==> src/inc/byte_mul_pkg.sv <==
package byte_mul_pkg;
    localparam int          OPERAND_W    = 8;
    localparam int          PRODUCT_W    = 2 * OPERAND_W;
    localparam int          FLAG_W       = 8;
    localparam int          LOW_LSB      = 0;
    localparam int          HIGH_LSB     = OPERAND_W;
    localparam logic [7:0]  PROD_BYTE_RST = 8'h00;
    localparam logic [7:0]  WORKING_REGISTER_RST      = 8'h00;
    localparam logic [7:0]  FLAG_RST      = 8'h00;
endpackage

==> src/byte_mul_array.sv <==
`timescale 1ns/1ps
module byte_mul_array
    import byte_mul_pkg::*;
#(
    parameter int WIDTH = OPERAND_W
) (
    // operands
    input  wire logic [WIDTH-1:0]   a_in,
    input  wire logic [WIDTH-1:0]   b_in,
    // product
    output logic      [2*WIDTH-1:0] p_out
);
    logic [2*WIDTH-1:0] partial [WIDTH+1];

    assign partial[0] = '0;

    // shift-and-add array of unsigned partial products
    genvar gi;
    generate
        for (gi = 0; gi < WIDTH; gi++) begin : g_row
            logic [2*WIDTH-1:0] term;
            assign term = b_in[gi]
                        ? ({{WIDTH{1'b0}}, a_in} << gi)
                        : '0;
            assign partial[gi+1] = partial[gi] + term;
        end
    endgenerate

    assign p_out = partial[WIDTH];
endmodule

==> src/unsigned_byte_multiplier.sv <==
`timescale 1ns/1ps
module unsigned_byte_multiplier
    import byte_mul_pkg::*;
#(
    parameter int WIDTH = OPERAND_W,
    parameter int FLAGS = FLAG_W
) (
    // clock and reset
    input  wire logic             clk_sys_in,
    input  wire logic             reset_in,
    // multiply command
    input  wire logic             mul_go_in,
    input  wire logic [WIDTH-1:0] file_operand_in,
    // working register write
    input  wire logic             working_register_we_in,
    input  wire logic [WIDTH-1:0] working_register_data_in,
    // direct product writes
    input  wire logic             prod_high_we_in,
    input  wire logic             prod_low_we_in,
    input  wire logic [WIDTH-1:0] prod_data_in,
    // alu flag updates from other instructions
    input  wire logic             flags_we_in,
    input  wire logic [FLAGS-1:0] flags_data_in,
    // state
    output logic      [WIDTH-1:0] working_register_out,
    output logic      [WIDTH-1:0] product_high_byte_out,
    output logic      [WIDTH-1:0] product_low_byte_out,
    output logic      [FLAGS-1:0] alu_flag_register_out,
    output logic                  mul_done_out
);
    // timing: a multiply is taken at the edge where its command is high,
    // with the working register as it stood before that edge
    // the product bytes and the completion pulse show right after it
    // the pulse stands one cycle, the bytes until the next write
    // flags and the working register never see the multiply

    // working register group
    logic [WIDTH-1:0]   working_register_ff;
    logic [WIDTH-1:0]   nxt_working_register;

    // product byte groups
    logic [WIDTH-1:0]   prod_hi_ff;
    logic [WIDTH-1:0]   nxt_prod_hi;
    logic [WIDTH-1:0]   prod_lo_ff;
    logic [WIDTH-1:0]   nxt_prod_lo;

    // alu flag group
    logic [FLAGS-1:0]   flags_ff;
    logic [FLAGS-1:0]   nxt_flags;

    // completion group
    logic               done_ff;
    logic               nxt_done;

    // full product and its byte lanes
    logic [2*WIDTH-1:0] product;
    logic [WIDTH-1:0]   product_hi;
    logic [WIDTH-1:0]   product_lo;

    // reset values at the register widths
    localparam logic [WIDTH-1:0] WORKING_REGISTER_INIT = WIDTH'(WORKING_REGISTER_RST);
    localparam logic [WIDTH-1:0] PROD_INIT = WIDTH'(PROD_BYTE_RST);
    localparam logic [FLAGS-1:0] FLAG_INIT = FLAGS'(FLAG_RST);

    // one byte lane of a double-width value
    // lsb names the lowest bit of the lane
    function automatic logic [WIDTH-1:0] lane_of(
        input logic [2*WIDTH-1:0] value,
        input int                 lsb
    );
        lane_of = value[lsb +: WIDTH];
    endfunction

    // next value of one product byte
    // a direct write replaces the held byte
    // a multiply in the same cycle beats the direct write
    // with neither, the byte holds its value
    function automatic logic [WIDTH-1:0] next_byte(
        input logic [WIDTH-1:0] held,
        input logic             write_en,
        input logic [WIDTH-1:0] write_data,
        input logic             mul_go,
        input logic [WIDTH-1:0] mul_byte
    );
        logic [WIDTH-1:0] result;
        // hold by default
        result = held;
        if (write_en) begin
            result = write_data;
        end
        if (mul_go) begin
            result = mul_byte;
        end
        next_byte = result;
    endfunction

    // the array is purely combinational, so a multiply ends in one cycle
    // it reads the registered working value: a working register write
    // in the same cycle as a multiply does not reach that product
    byte_mul_array #(
        .WIDTH (WIDTH)
    ) u_array (
        .a_in  (working_register_ff),
        .b_in  (file_operand_in),
        .p_out (product)
    );

    // split the product into its byte lanes
    assign product_hi = lane_of(product, HIGH_LSB);
    assign product_lo = lane_of(product, LOW_LSB);

    // working register: moves only on its own write
    // the multiply reads it and never writes it
    always_comb begin
        // hold by default
        nxt_working_register = working_register_ff;
        if (working_register_we_in) begin
            nxt_working_register = working_register_data_in;
        end
    end

    // register the working value
    // reset clears it with the other registers
    always_ff @(posedge clk_sys_in) begin
        if (reset_in) begin
            working_register_ff <= WORKING_REGISTER_INIT;
        end else begin
            working_register_ff <= nxt_working_register;
        end
    end

    // product high byte: upper half of the product on a multiply
    // a direct write may replace it between multiplies
    always_comb begin
        nxt_prod_hi = next_byte(
            prod_hi_ff,
            prod_high_we_in,
            prod_data_in,
            mul_go_in,
            product_hi
        );
    end

    // register the high byte
    always_ff @(posedge clk_sys_in) begin
        if (reset_in) begin
            prod_hi_ff <= PROD_INIT;
        end else begin
            prod_hi_ff <= nxt_prod_hi;
        end
    end

    // product low byte: lower half of the product on a multiply
    // a direct write may replace it between multiplies
    always_comb begin
        nxt_prod_lo = next_byte(
            prod_lo_ff,
            prod_low_we_in,
            prod_data_in,
            mul_go_in,
            product_lo
        );
    end

    // register the low byte
    always_ff @(posedge clk_sys_in) begin
        if (reset_in) begin
            prod_lo_ff <= PROD_INIT;
        end else begin
            prod_lo_ff <= nxt_prod_lo;
        end
    end

    // alu flags: only a flag write from another instruction moves them
    // no multiply term appears here, whatever the product
    always_comb begin
        // hold by default
        nxt_flags = flags_ff;
        if (flags_we_in) begin
            nxt_flags = flags_data_in;
        end
    end

    // register the flags
    // reset clears them with the other registers
    always_ff @(posedge clk_sys_in) begin
        if (reset_in) begin
            flags_ff <= FLAG_INIT;
        end else begin
            flags_ff <= nxt_flags;
        end
    end

    // completion pulse: high for one cycle after each multiply
    // back to back multiplies keep it high
    always_comb begin
        nxt_done = mul_go_in;
    end

    // register the completion pulse
    // reset clears it with the other registers
    always_ff @(posedge clk_sys_in) begin
        if (reset_in) begin
            done_ff <= 1'b0;
        end else begin
            done_ff <= nxt_done;
        end
    end

    // outputs come straight from the registers
    assign working_register_out  = working_register_ff;
    assign product_high_byte_out = prod_hi_ff;
    assign product_low_byte_out  = prod_lo_ff;
    assign alu_flag_register_out = flags_ff;
    assign mul_done_out          = done_ff;
endmodule
==> config.mk <==
export PLATFORM = sky130hd
export DESIGN_NAME = unsigned_byte_multiplier
export DESIGN_NICKNAME = d
export VERILOG_FILES = /design/src/inc/byte_mul_pkg.sv /design/src/byte_mul_array.sv /design/src/unsigned_byte_multiplier.sv
export SDC_FILE = /design/constraint.sdc
export NUM_CORES = 1
export LEC_CHECK = 0
export ABC_AREA = 0
export BUFFER_PORTS_ARGS = -buffer_cell sky130_fd_sc_hd__buf_2
export CAP_MARGIN = 20
export CORE_MARGIN = 1.5
export CORE_UTILIZATION = 55
export CTS_BUF_LIST = sky130_fd_sc_hd__clkbuf_4 sky130_fd_sc_hd__clkbuf_8 sky130_fd_sc_hd__clkbuf_16
export CTS_CLUSTER_DIAMETER = 120
export DETAILED_ROUTE_END_ITERATION = 10
export PLACE_DENSITY = 0.82
export REMOVE_ABC_BUFFERS = 1
export SETUP_SLACK_MARGIN = 0.2
export SKIP_CTS_REPAIR_TIMING = 1
export SYNTH_ARGS = -nofsm -noshare
export SYNTH_HDL_FRONTEND = slang
export SYNTH_SLANG_ARGS = --single-unit
==> constraint.sdc <==
create_clock -name clk_sys_in -period 5.9 [get_ports clk_sys_in]
set_clock_uncertainty 0.05 [all_clocks]
set_input_delay 0.885 -clock clk_sys_in [delete_from_list [all_inputs] [get_ports clk_sys_in]]
set_output_delay 0.885 -clock clk_sys_in [all_outputs]
set_load 0.02 [all_outputs]
Word-level counts from Yosys, hierarchy flattened
Index checks and enable logic that the tools add are counted.
{ "op_classes": {"n_reduce_logical": 2, "n_mux": 12, "n_addsub": 7} }
{ "ops": {"columns": ["cell", "n"], "rows": [
  ["$add A16 B16 Y16", 5],
  ["$mux W8", 5],
  ["$add A16 B14 Y16", 1],
  ["$add A16 B15 Y16", 1],
  ["$mux W15", 1],
  ["$mux W14", 1],
  ["$mux W13", 1],
  ["$mux W12", 1],
  ["$mux W11", 1],
  ["$mux W10", 1],
  ["$mux W9", 1],
  ["$reduce_bool A2 Y1", 2]
]} }
{ "totals": {"input_bits": 39, "register_bits": 33, "out_inout_bits": 33} }

Longest topological paths before layout
{ "depth": {"depth_word": 9, "depth_mapped": 15} }

By module
A second synthesis with hierarchy kept.
{ "unflattened": {"cells_unflattened": 360, "hier_area_um2": 3367.0} }
{ "modules_own_cells": {"columns": ["module", "cells_per_inst", "area_per_inst_um2", "instances", "seq_area_each_um2"], "rows": [
  ["byte_mul_array", 235, 1988.2, 1, 0.0],
  ["unsigned_byte_multiplier", 125, 1378.8, 1, 660.6]
]} }

Least setup slack after synthesis
No wires, ideal clock.
{ "synth_timing": {"path_type": "input port to flip-flop", "start": "input port file_operand_in[7]", "end": "register prod_hi_ff[3] (netlist: product_high_byte_out[3])", "setup_slack_ns": 1.253, "required_ns": 5.722, "n_path_buf": 0, "t_arrival_ns": 4.470, "stages": 15, "setup_ns": 0.128, "path_cell_list": "and2_1 > fa_1 > inv_1 > fa_1 > inv_1 > fa_1 > inv_1 > fa_1 > inv_1 > ha_1 > o21ai_0 > o21bai_1 > mux2_2 > a31oi_1 > nor2_1"} }
{ "synth_via": {"elab_chain_cells": 3} }
{ "synth_rtl": {"columns": ["element", "line_no", "source"], "rows": [
  ["from (decl)", "unsigned_byte_multiplier.sv:13", "input wire logic [WIDTH-1:0] file_operand_in,"],
  ["$mux W15", "byte_mul_array.sv:23", "? ({{WIDTH{1'b0}}, a_in} << gi)"],
  ["$add A16 B15 Y16", "byte_mul_array.sv:25", "assign partial[gi+1] = partial[gi] + term;"],
  ["$mux W8", "unsigned_byte_multiplier.sv:91", "if (mul_go) begin"],
  ["to (signal assigned)", "unsigned_byte_multiplier.sv:149", "prod_hi_ff <= nxt_prod_hi;"],
  ["to (decl)", "unsigned_byte_multiplier.sv:42", "logic [WIDTH-1:0] prod_hi_ff;"]
]} }
Every way passes these cells.
A chain may end at the register's enable or synchronous reset.

Final worst setup path
Ends and elaborated chain as after synthesis.

==> qor.yml <==
outcome:
  status: "complete, no violations"
floorplan:
  rows: 27
  die_w_um: 79.92
  io-pin-count: 72
  initial_utilization: 0.5803
  die_area_um2: 6387
  die_h_um: 79.92
  core_um2: 5608
worst_setup_path:
  max_stage_delay_ns: 0.53
  crit_family: "adder cells"
  critical_path_depth: 16
  r2r_end: "product_high_byte_out[3]$_SDFFE_PP0P_"
  slowest_stage: "fa_1"
  r2r_slack_ns: 1.46
  crit_type: "in -> reg"
  required_ns: 6.00
  setup.worst_path.end: "product_high_byte_out[3]$_SDFFE_PP0P_"
  crit_path_start_kind: "input pin"
  startpoint: "file_operand_in[7]"
  worstPathCellList: "buf_2 -> and2_1 -> fa_1 -> inv_1 -> fa_1 -> inv_1 -> fa_1 -> inv_1 -> fa_1 -> inv_1 -> ha_1 -> o21ai_0 -> o21bai_1 -> mux2_2 -> a31oi_1 -> nor2_1"
  rr_worst_depth: 15
  crit_fanout: 8
  cp.arrival_ns: 4.81
  cp-end-kind: "flop"
  worst-path-buf-inv: 5
  r2r-start: "working_register_out[2]$_SDFFE_PP0P_"
placement:
  place_congestion: 0.8294
  dp_slack_ns: 0.8931
  post-dp-hpwl_mm: 5.654
  io_buffers: 71
timing:
  fmax_ghz: 0.2122
  fin_crit_sh: 0.7988
  rsz0062_at_grt: "false"
  whs_ns: 0.4443
  period_minus_slack_ns: 4.713
  worst_slack_ns: 1.187
  timing_worst_slew_pin_value_ns: 0.6647
  relSlewSlack: 0.5569
  fin_tns_setup_ns: 0
  slew_viol_final: 0
  setup_viol: 0
  finalHoldViolCount: 0
power:
  p_leak_nw: 2.005
  p_total_mw: 0.7100
  p_per_area_nw_per_um2: 189.7
  ir_drop_uv: 109.7
clock_network:
  cts-root-buf: "clkbuf_8"
  ctsHtreeMaxLevel: 2
  cts_buffers: 5
  cts_buffer_depth: 2
  cts_sinks: 33
  cts_tree: "built"
  clk_transition_reported_paths_ns: 0.06
  worstSkewPairLatency_ns: 0.29
detailed_routing:
  wl_per_cell_um: 14.56
  drtPass1Iterations: 4
  drc_errors: 0
  num_vias: 2684
  drtAntennaViolNets: 0
  vias_per_cell: 5.433
  drt-total-wl_mm: 7.195
  drtIter0Drc: 117
layout:
  final_nets: 529
  seq_area_um2: 660.6
  final_util: 0.6673
  layout_common_cells: "buf_2, and2_1, nor2_1"
  area_delta_synth_final_pct: 14.99
  fillCellCount: 469
  final_common_cell: "buf_2"
  antenna_cells: 0
  drive_gt1_frac: 0.2062
  multi_input_area_um2: 2422
logic_synthesis:
  ys_ff_latch: 33
  avgSynthCellArea_um2: 9.193
  synthCells: 354
  synth.distinct_cells: 38
  synth_top_flop_cell: "dfxtp_1"
  async_flop_share: 0
  synthesis.area_um2: 3254
  synth_warnings: 0
  synth_edf_count: 0
  synth_seq_area_share: 0.2030
min_path:
  hp-class: "reg -> reg"
global_routing:
  groute.usage.overall: 0.2463
  grt_pass1_wl_mm: 12.19
  grt_max_degree: 36
  grt_pass1_vias: 2714
  antenna_found_initial: 0
  grt_overflow: 0
flow_run:
  maxCapViolCount: 0
[worst min-delay path by stage]
stage | from | endpoint | slack [ns] | cells after the start
after floorplan | alu_flag_register_out[0]$_SDFFE_PP0P_ | alu_flag_register_out[0]$_SDFFE_PP0P_ | 0.53 | 2
after global placement | alu_flag_register_out[4]$_SDFFE_PP0P_ | alu_flag_register_out[4]$_SDFFE_PP0P_ | 0.42 | 2
after detailed placement | alu_flag_register_out[3]$_SDFFE_PP0P_ | alu_flag_register_out[3]$_SDFFE_PP0P_ | 0.43 | 2
after CTS | alu_flag_register_out[3]$_SDFFE_PP0P_ | alu_flag_register_out[3]$_SDFFE_PP0P_ | 0.45 | 2
after global routing | alu_flag_register_out[4]$_SDFFE_PP0P_ | alu_flag_register_out[4]$_SDFFE_PP0P_ | 0.48 | 2
final | alu_flag_register_out[4]$_SDFFE_PP0P_ | alu_flag_register_out[4]$_SDFFE_PP0P_ | 0.44 | 2
[cell type report]
cell class	count	area share
clock inverters	3	0.004681
multi-input cells	276	0.6473
well taps	72	0.02407
flip-flops and latches	33	0.1765
clock buffers	5	0.01839
inverters	34	0.03410
repair buffers	71	0.09495
[flip-flops by register name, summed over array words and instances, names as in the netlist]
signal                 cells
alu_flag_register_out      8
product_high_byte_out      8
product_low_byte_out       8
working_register_out       8
mul_done_out               1
[power by group]
| part | switching, mW | leakage, nW | total, mW | internal, mW |
|---|---|---|---|---|
| logic | 0.166 | 1.69 | 0.283 | 0.117 |
| registers | 0.0154 | 0.272 | 0.256 | 0.241 |
| clock network | 0.0897 | 0.0439 | 0.171 | 0.0814 |
| total | 0.271 | 2.00 | 0.710 | 0.439 |
[synth_stat cells (all sizes together), types with 2 or more instances]
cell type | n | share of area
a211oi | 10 | 0.023
o21bai | 2 | 0.0058
xor2 | 4 | 0.011
and2 | 45 | 0.087
fa | 38 | 0.23
xnor2 | 2 | 0.0054
o21ai | 7 | 0.011
nor2b | 5 | 0.0096
buf | 3 | 0.0042
a31oi | 2 | 0.0038
clkbuf | 8 | 0.0092
nand2 | 25 | 0.029
mux2i | 25 | 0.077
nor3 | 4 | 0.0062
a21oi | 18 | 0.029
nor2 | 39 | 0.045
mux2 | 4 | 0.014
a21o | 2 | 0.0046
ha | 31 | 0.12
dfxtp | 33 | 0.20
inv | 34 | 0.039
[tightest hold or removal path, stage by stage (launching register included)]
cell,delay [ns]
dfxtp_1,0.32
mux2i_1,0.07
nor2_1,0.07
[metal layers]
layer	GRT usage	up-vias	share of wire
li1	-	1300	-
met1	0.3060	1312	0.43
met2	0.4328	60	0.52
met3	0.04343	12	0.038
met4	0.07414	0	0.015
met5	0	-	0
[kinds of logic after synthesis]
kind of cell | count (synthesis) | share of synthesized area
flip-flops | 33 | 0.2030
AO/OA/AOI/OAI | 47 | 0.09227
multiplexers | 29 | 0.09073
adder cells (fa/ha/maj) | 69 | 0.3529
buffers and inverters | 45 | 0.05267
XOR/XNOR | 6 | 0.01615
AND/OR/NAND/NOR | 125 | 0.1922
[through the flow]
step,instances,cell area [µm²]
6_report,494,3742
4_1_cts,494,3742
3_5_place_dp,486,3656
5_1_grt,494,3742
3_3_place_gp,486,3656
2_1_floorplan,343,3211
Power figures use the tool's default switching activity.
